[config.mk]
export PLATFORM = sky130hd
export DESIGN_NAME = ltr_regs
export DESIGN_NICKNAME = d
export VERILOG_FILES = /design/src/hdl/ltr_pkg.sv /design/src/hdl/ltr_regs.sv
export SDC_FILE = /design/constraint.sdc
export NUM_CORES = 2
export LEC_CHECK = 0
export ABC_AREA = 1
export BUFFER_PORTS_ARGS = -buffer_cell sky130_fd_sc_hd__buf_2
export CELL_PAD_IN_SITES_DETAIL_PLACEMENT = 0
export CELL_PAD_IN_SITES_GLOBAL_PLACEMENT = 1
export CORE_ASPECT_RATIO = 0.7
export CORE_MARGIN = 5
export CORE_UTILIZATION = 42
export CTS_BUF_LIST = sky130_fd_sc_hd__clkbuf_16
export DETAILED_ROUTE_END_ITERATION = 8
export PLACE_DENSITY = 0.8
export SLEW_MARGIN = 25
export SYNTH_ARGS = -nofsm -noshare
export SYNTH_HDL_FRONTEND = slang
export SYNTH_SLANG_ARGS = --single-unit
export TNS_END_PERCENT = 30
[constraint.sdc]
create_clock -name ref_clk -period 6.3 [get_ports ref_clk]
set_input_delay 0.63 -clock ref_clk [delete_from_list [all_inputs] [get_ports ref_clk]]
set_output_delay 0.63 -clock ref_clk [all_outputs]
set_load 0.05 [all_outputs]
[src/hdl/ltr_pkg.sv]
// Summary of operation
// - Conversion result register, host read only
// - Result code step is 30 mV
// - Three engine variables, read only, reset zero
// - Only own engine updates its variable
// - Group dimmers read-write, reset zero
// - One dimmer write dims whole group
// - Triggered conversion lasts 2.7 ms
// - Third dimmer follows at next address
`default_nettype none
package ltr_pkg;
  // ==========================================================
  // Register offsets
  localparam logic [7:0] LTR_OFS_RESULT = 8'h42;
  localparam logic [7:0] LTR_OFS_VAR1 = 8'h45;
  localparam logic [7:0] LTR_OFS_VAR2 = 8'h46;
  localparam logic [7:0] LTR_OFS_VAR3 = 8'h47;
  localparam logic [7:0] LTR_OFS_DIM1 = 8'h48;
  localparam logic [7:0] LTR_OFS_DIM2 = 8'h49;
  localparam logic [7:0] LTR_OFS_DIM3 = 8'h4A;
  // ==========================================================
  // Reset values and scaling
  localparam logic [7:0] LTR_RST_ZERO = 8'h00;
  localparam int LTR_CODE_STEP_MV = 30;
  localparam int LTR_CODE_OFFSET_MV = 1478;
  localparam logic [7:0] LTR_DIM_FULL = 8'hFF;
  // ==========================================================
  // Timing
  localparam int LTR_CLK_HZ = 20000000;
  localparam int LTR_CONV_TIME_US = 2700;
  localparam int LTR_CONV_CYCLES = LTR_CLK_HZ / 1000 * LTR_CONV_TIME_US / 1000;
endpackage
`default_nettype wire

[src/hdl/ltr_regs.sv]
`timescale 1ns/1ps
`default_nettype none
// Register slice: test result, engine variables, group dimmers
module ltr_regs #(
  parameter int CONV_CYCLES = ltr_pkg::LTR_CONV_CYCLES,
  parameter int N_LED = 9
) (
  input wire logic ref_clk,
  input wire logic arst_n,
  // Host register port: one-cycle strobes with address
  input wire logic [7:0] host_addr,
  input wire logic host_wr,
  input wire logic [7:0] host_wdata,
  input wire logic host_rd,
  output logic [7:0] host_rdata,
  output logic host_rvalid,
  // Conversion trigger and converter sample
  input wire logic led_check_trigger,
  input wire logic [7:0] adc_sample,
  output logic conv_busy,
  // Engine variable write paths
  input wire logic [2:0] eng_var_we,
  input wire logic [23:0] eng_var_wdata,
  // Per-LED duty and group mapping (2 bits each: 0 none, 1..3 group)
  input wire logic [N_LED*8-1:0] led_pwm,
  input wire logic [N_LED*2-1:0] led_group,
  output logic [N_LED*8-1:0] led_duty,
  output logic [23:0] group_dimmer_out
);
  // ==========================================================
  // Elaboration checks
  if (CONV_CYCLES < 1) begin : g_bad_conv
    $error("CONV_CYCLES must be at least one");
  end
  if (N_LED < 1) begin : g_bad_led
    $error("N_LED must be at least one");
  end

  // ==========================================================
  // Reset synchroniser
  logic rst_s1_reg;
  logic rst_n_reg;
  always_ff @(posedge ref_clk or negedge arst_n) begin
    if (!arst_n) begin
      rst_s1_reg <= 1'b0;
      rst_n_reg <= 1'b0;
    end else begin
      rst_s1_reg <= 1'b1;
      rst_n_reg <= rst_s1_reg;
    end
  end

  // ==========================================================
  // Conversion timer
  logic [31:0] conv_cnt_reg;
  logic [31:0] conv_cnt_next;
  logic [7:0] result_reg;
  logic conv_done;
  logic conv_start;
  // A trigger during a conversion is ignored, the running one finishes
  assign conv_start = led_check_trigger && (conv_cnt_reg == 32'h0);
  assign conv_done = (conv_cnt_reg == 32'h1);
  assign conv_cnt_next = conv_start ? 32'(CONV_CYCLES) :
                         (conv_cnt_reg != 32'h0) ? conv_cnt_reg - 32'h1 :
                         32'h0;
  always_ff @(posedge ref_clk or negedge rst_n_reg) begin
    if (!rst_n_reg) begin
      conv_cnt_reg <= 32'h0;
      conv_busy <= 1'b0;
    end else begin
      conv_cnt_reg <= conv_cnt_next;
      conv_busy <= (conv_cnt_next != 32'h0);
    end
  end

  // Result captured only at conversion end; host writes never reach it
  always_ff @(posedge ref_clk or negedge rst_n_reg) begin
    if (!rst_n_reg) begin
      result_reg <= ltr_pkg::LTR_RST_ZERO;
    end else if (conv_done) begin
      result_reg <= adc_sample;
    end
  end

  // ==========================================================
  // Engine variables and group dimmers
  logic [7:0] var_reg [3];
  logic [7:0] dim_reg [3];
  logic [7:0] var_ofs [3];
  logic [7:0] dim_ofs [3];
  assign var_ofs[0] = ltr_pkg::LTR_OFS_VAR1;
  assign var_ofs[1] = ltr_pkg::LTR_OFS_VAR2;
  assign var_ofs[2] = ltr_pkg::LTR_OFS_VAR3;
  assign dim_ofs[0] = ltr_pkg::LTR_OFS_DIM1;
  assign dim_ofs[1] = ltr_pkg::LTR_OFS_DIM2;
  assign dim_ofs[2] = ltr_pkg::LTR_OFS_DIM3;

  for (genvar g = 0; g < 3; g++) begin : g_grp
    // Variables ignore the host; only the owning engine writes
    always_ff @(posedge ref_clk or negedge rst_n_reg) begin
      if (!rst_n_reg) begin
        var_reg[g] <= ltr_pkg::LTR_RST_ZERO;
      end else if (eng_var_we[g]) begin
        var_reg[g] <= eng_var_wdata[g*8 +: 8];
      end
    end
    always_ff @(posedge ref_clk or negedge rst_n_reg) begin
      if (!rst_n_reg) begin
        dim_reg[g] <= ltr_pkg::LTR_RST_ZERO;
      end else if (host_wr && host_addr == dim_ofs[g]) begin
        dim_reg[g] <= host_wdata;
      end
    end
    always_ff @(posedge ref_clk or negedge rst_n_reg) begin
      if (!rst_n_reg) begin
        group_dimmer_out[g*8 +: 8] <= ltr_pkg::LTR_RST_ZERO;
      end else begin
        group_dimmer_out[g*8 +: 8] <= dim_reg[g];
      end
    end
  end

  // ==========================================================
  // Per-LED scaling; one dimmer value reaches every mapped LED
  for (genvar i = 0; i < N_LED; i++) begin : g_led
    logic [1:0] grp;
    logic [7:0] fade;
    logic [15:0] prod;
    logic [7:0] scaled;
    logic [15:0] biased;
    assign grp = led_group[i*2 +: 2];
    assign fade = (grp == 2'h1) ? dim_reg[0] :
                  (grp == 2'h2) ? dim_reg[1] :
                  (grp == 2'h3) ? dim_reg[2] : ltr_pkg::LTR_DIM_FULL;
    assign prod = led_pwm[i*8 +: 8] * fade;
    // Divide by 255 rounded to nearest: bias by half, then fold the
    // high byte of the biased value back in; exact for any 8x8 product,
    // so a full dimmer leaves the duty untouched
    assign biased = prod + 16'h0080;
    assign scaled = 8'((biased + (biased >> 8)) >> 8);
    always_ff @(posedge ref_clk or negedge rst_n_reg) begin
      if (!rst_n_reg) begin
        led_duty[i*8 +: 8] <= 8'h00;
      end else begin
        led_duty[i*8 +: 8] <= (grp == 2'h0) ? led_pwm[i*8 +: 8] : scaled;
      end
    end
  end

  // ==========================================================
  // Read decode; unmapped offsets read zero
  logic [7:0] rd_mux;
  assign rd_mux =
    (host_addr == ltr_pkg::LTR_OFS_RESULT) ? result_reg :
    (host_addr == var_ofs[0]) ? var_reg[0] :
    (host_addr == var_ofs[1]) ? var_reg[1] :
    (host_addr == var_ofs[2]) ? var_reg[2] :
    (host_addr == dim_ofs[0]) ? dim_reg[0] :
    (host_addr == dim_ofs[1]) ? dim_reg[1] :
    (host_addr == dim_ofs[2]) ? dim_reg[2] : 8'h00;
  always_ff @(posedge ref_clk or negedge rst_n_reg) begin
    if (!rst_n_reg) begin
      host_rdata <= 8'h00;
      host_rvalid <= 1'b0;
    end else begin
      host_rdata <= host_rd ? rd_mux : host_rdata;
      host_rvalid <= host_rd;
    end
  end
endmodule
`default_nettype wire

======== After elaboration in Yosys (flattened, before gate mapping) ========
Index checks and enable logic that the tools add are counted.
W data, S select, Z words.
word-level totals
  logic and storage cells ................. 149
  register bits ........................... 196
  output and inout bits ................... 106
operators by class
  muxes and demuxes ....................... 45
  equal/unequal tests ..................... 35
  reductions and logical operators ........ 16
  multipliers ............................. 9
  add/sub/neg operators ................... 19
operators by type and width
  cell                     count
  $mux W8                  43
  $add A16 B8 Y16          9
  $add A16 B8 Y16 const B  9
  $mul A8 B8 Y16           9
  $mux W32                 2
  $reduce_bool A32 Y1      2
  $eq A8 B7 Y1 const B     7
  $eq A2 B2 Y1 const B     18
  $eq A32 B1 Y1 const B    1
  $logic_not A32 Y1        1
  $sub A32 B1 Y32 const B  1
  $eq A2 B1 Y1 const B     9
  $logic_not A2 Y1         9
  $logic_and A1 B1 Y1      4

======== Logic depth before layout (Yosys ltp) ========
  depth in word-level cells ............... 8
  mapped depth ............................ 38
  mapped depth without buffers ............ 38

======== Worst setup path after synthesis ========
Ideal clock, no wire load.
  kind .................................... input to register
  start point ............................. in led_group[2]
  end point ............................... reg led_duty[10]
  data arrival time ....................... 5.724 ns
  setup time .............................. 0.119 ns
  required time ........................... 6.181 ns
  cell stages on the path ................. 30
  setup slack ............................. 0.457 ns
  path through ............................ nand2_1 inv_1 a221oi_1 inv_1 nor2_1 fa_1 fa_1 fa_1 inv_1 fa_1 inv_1 ha_1 nand2_1 nor2_1 nand3_1 nand3_1 nand2_1 inv_1 nor2_1 o21bai_1 xor2_1 inv_1 ha_1 a21oi_1 o21a_1 nand2_1 nand2_1 nand2_1 nand3_1 nand2_1
on the way
  longest elaborated chain between the ends .. 8
ends and longest elaborated chain
  element                          line             text
  from (decl)                      ltr_regs.sv:26   input wire logic [N_LED*2-1:0] led_group,
  $eq A2 B2 Y1                     ltr_regs.sv:134  (grp == 2'h3) ? dim_reg[2] : ltr_pkg::LTR_DIM_FULL;
  $mux W8                          ltr_regs.sv:134
  $mux W8                          ltr_regs.sv:133  (grp == 2'h2) ? dim_reg[1] :
  $mux W8                          ltr_regs.sv:132  assign fade = (grp == 2'h1) ? dim_reg[0] :
  $mul A8 B8 Y16                   ltr_regs.sv:135  assign prod = led_pwm[i*8 +: 8] * fade;
  $add A16 B8 Y16                  ltr_regs.sv:139  assign biased = prod + 16'h0080;
  $add A16 B8 Y16                  ltr_regs.sv:140  assign scaled = 8'((biased + (biased >> 8)) >> 8);
  $mux W8 (*)                      ltr_regs.sv:145  led_duty[i*8 +: 8] <= (grp == 2'h0) ? led_pwm[i*8 +: 8] : scaled;
  to (signal, indexed assignment)  ltr_regs.sv:145
  to (decl)                        ltr_regs.sv:27   output logic [N_LED*8-1:0] led_duty,
Mark *: on every way between the ends. The rest lies on a longest branch, timed or not.
A chain may end at the register's enable or synchronous reset.

======== Final worst setup path ========
  start point ............................. reg dim_reg[3] (netlist name)
  end point ............................... reg led_duty[39]
on the way
  longest elaborated chain between the ends .. 7
ends and longest elaborated chain
  element                            line             text
  from (decl)                        ltr_regs.sv:88   logic [7:0] dim_reg [3];
  from (signal, indexed assignment)  ltr_regs.sv:109  dim_reg[g] <= ltr_pkg::LTR_RST_ZERO;
  from (signal, indexed assignment)  ltr_regs.sv:111  dim_reg[g] <= host_wdata;
  $mux W8                            ltr_regs.sv:134
  $mux W8                            ltr_regs.sv:133
  $mux W8                            ltr_regs.sv:132
  $mul A8 B8 Y16                     ltr_regs.sv:135
  $add A16 B8 Y16                    ltr_regs.sv:139
  $add A16 B8 Y16                    ltr_regs.sv:140
  $mux W8                            ltr_regs.sv:145
No other way between the ends.

==> flow_summary.yaml <==
clock_network:
  cts_sinks: 196
  htree_levels: 4
  cts.clk_slew.worst_paths_ns: 0.08
  cts_made_buffers: 17
  clock_path_buffers: 2
  clkLatencyLatePin_ns: 0.54
  cts-root-buf: "clkbuf_16"
  cts_tree: "yes"
sta:
  clock_skew_ns: 0.0134
  rsz0062_at_grt: "yes"
  fin_crit_ns: 5.96
  slew_headroom: 0.361
  hold_viol_final: 0
  slew_viol_final: 0
  finalCritPeriodShare: 0.947
  setup_slack_ns: 0.336
  setup_viol: 0
  worstMarginPinSlew_ns: 0.959
  fmax_mhz: 168
pwr:
  ir_drop_mv: 0.298
  p_leak_nw: 22.6
  power_mw: 18.1
  powerDensity_nw_per_um2: 464
worst_setup_path:
  cp-start-kind: "flop"
  path_class: "flop to flop"
  setup.worst_path.end_class: "flop"
  crit_arrival_ns: 6.38
  cp_common_cell: "nand2_1"
  slowest_delay_ns: 0.51
  cp_max_fo: 4
  cp_slowest_cell: "fa_1"
  crit_required_ns: 6.72
placed_design:
  dp_hpwl_um: 88900
  port-buffer-count: 251
  gp_congestion: 0.934
  pre_cts_slack_ns: -0.454
detailed_routing:
  drcViolationCount: 0
  viasPerCell: 4.98
  wl_um: 105000
  dr.pass1.iters: 6
  drt-wirelength-per-cell_um: 16.5
  ant_nets: 0
  drtIter0Drc: 2355
  dr_total_vias: 31600
synthesis:
  synth_edf_count: 0
  synthesis.instances: 4702
  synth_area_sq_um: 33000
  synth_most_common_cell: "nand2_1"
  synth_common_cells: "nand2_1, inv_1, nor2_1, ha_1, fa_1"
  syn_area_per_cell_sq_um: 7.01
  synthesis.nets: 5589
  yosysSeqAreaShare: 0.149
  synth_warnings: 0
  yosys.area.top_type: "fa_1"
  ys_seq_elements: 196
  synth_cell_type_count: 53
  netlist_top_cells_area: "fa_1, ha_1, dfrtp_1"
  synthArstFlopShare: 1.00
  synth_top_area_frac: 0.202
  synth_ff_type: "dfrtp_1"
floorplanning:
  core_area_sq_um: 78200
  boundaryPins: 252
  start_util: 0.422
  die-height_um: 244
  fp-row-count: 86
  die_area_sq_um: 84300
  fp.dieW_um: 345
finish:
  drive_above_1_share: 0.152
  largest_reg_flops: 72
  final_nets: 6160
  fin_util: 0.500
  syn2layout_area_growth_pct: 18.6
  fillCellCount: 7891
outcome:
  status: "complete, no violations"
global_route:
  grt_pass1_wl_um: 165000
  gr-usage-all-layers: 0.248
  antenna_found_initial: 2
  grt_pass1_vias: 29900
  grt.overflow.total: 0
  grt_start_max_net_pins: 145
run:
  maxCapViolCount: 0
hold_path:
  hold_class: "primary input to flop"
-- cell type report --
cell class                 instances  area (sq um)  share of cell area
sequential                       196          4920               0.126
clock buffer                      17           425              0.0109
timing repair buffer             588          3900              0.0997
inverter                        1010          3800              0.0972
tap                             1056          1320              0.0338
multi-input combinational       3460         24600               0.628
antenna                            1          2.50           0.0000640
clock inverter                    15           165             0.00422
-- worst paths after layout --
kind / cells past startpoint / end / startpoint / slack, ns
min reg2reg: 0 / rst_n_reg$_DFF_PN0_ / rst_s1_reg$_DFF_PN0_ / 0.36
max reg2reg: 32 / led_duty[39]$_DFF_PN0_ / dim_reg[3]$_DFFE_PN0P_ / 0.34
max in group asynchronous: 1 / dim_reg[22]$_DFFE_PN0P_ / rst_n_reg$_DFF_PN0_ / 4.47
min in group asynchronous: 2 / rst_n_reg$_DFF_PN0_ / arst_n / 0.40
min: 1 / host_rvalid$_DFF_PN0_ / host_rd / 0.30
max: 32 / led_duty[39]$_DFF_PN0_ / dim_reg[3]$_DFFE_PN0P_ / 0.34
-- logic make-up (layout without fill, tap and decap cells) --
| group | after synthesis | count (layout) | synth area share |
|---|---|---|---|
| compound gates | 303 | 303 | 0.0530 |
| buf+inv | 1046 | 1630 | 0.119 |
| fa+ha+maj | 741 | 741 | 0.357 |
| flops | 196 | 196 | 0.149 |
| other cells | 1 | 2 | 0.000114 |
| xor+xnor | 75 | 75 | 0.0232 |
| simple gates | 2316 | 2316 | 0.291 |
| mux | 24 | 24 | 0.00820 |
-- cell usage in the layout (no fill, tap or decap), types with 16 or more instances in the layout --
master,count
xnor2_1,19
a21oi_1,107
nor2_2,24
dfrtp_1,184
nor2_1,778
inv_1,984
o21bai_1,19
clkbuf_16,17
mux2_2,24
nand3b_1,19
nand3_1,291
buf_2,251
o21ai_1,18
xor2_1,42
nor3_1,54
o21ai_0,84
nand4_1,55
nor3_2,29
inv_2,16
nand2_1,1011
buf_4,324
fa_1,333
ha_1,402
-- report_power, final --
group,switching [mW],internal (mW)
Clock,0.661,0.530
Combinational,9.52,5.78
Sequential,0.105,1.54
-- metal layers --
metal / up-vias / track usage / part of all wire
li1: 15600 / - / -
met1: 15000 / 0.378 / 0.49
met2: 924 / 0.359 / 0.41
met3: 84 / 0.0561 / 0.081
met4: 2 / 0.0537 / 0.019
met5: - / 0 / 0.000067
-- critical path: cells and delay by family (launching register included) --
kind	cells	cell delay, ns
compound gates	2	0.22
xor+xnor	1	0.22
fa+ha+maj	6	2.60
buf+inv	8	0.78
flops	1	0.43
simple gates	15	1.61
-- what timing repair did --
| item | in CTS | in global routing |
|---|---|---|
| pin swaps | 0 | 23 |
| gates resized for setup | 6 | 115 |
| setup endpoints to repair | 12 | 63 |
| setup buffers | 0 | 19 |
| endpoints found under the hold margin | 2 | 0 |
| hold buffers | 1 | 0 |
-- through the flow --
| stage | hold slack, ns | TNS (ns) | area [sq um] | instances |
|---|---|---|---|---|
| finish | 0.299 | 0 | 39100 | 6343 |
| global route | 0.267 | -0.486 | 39100 | 6342 |
| CTS | 0.250 | 0 | 38500 | 6323 |
| detailed placement | 0.341 | -7.78 | 37900 | 6290 |
| global placement | 0.338 | -5.02 | 37900 | 6290 |
| floorplan | 0.331 | 0 | 33000 | 4702 |
Note: power is estimated with default switching activity, not from simulation.
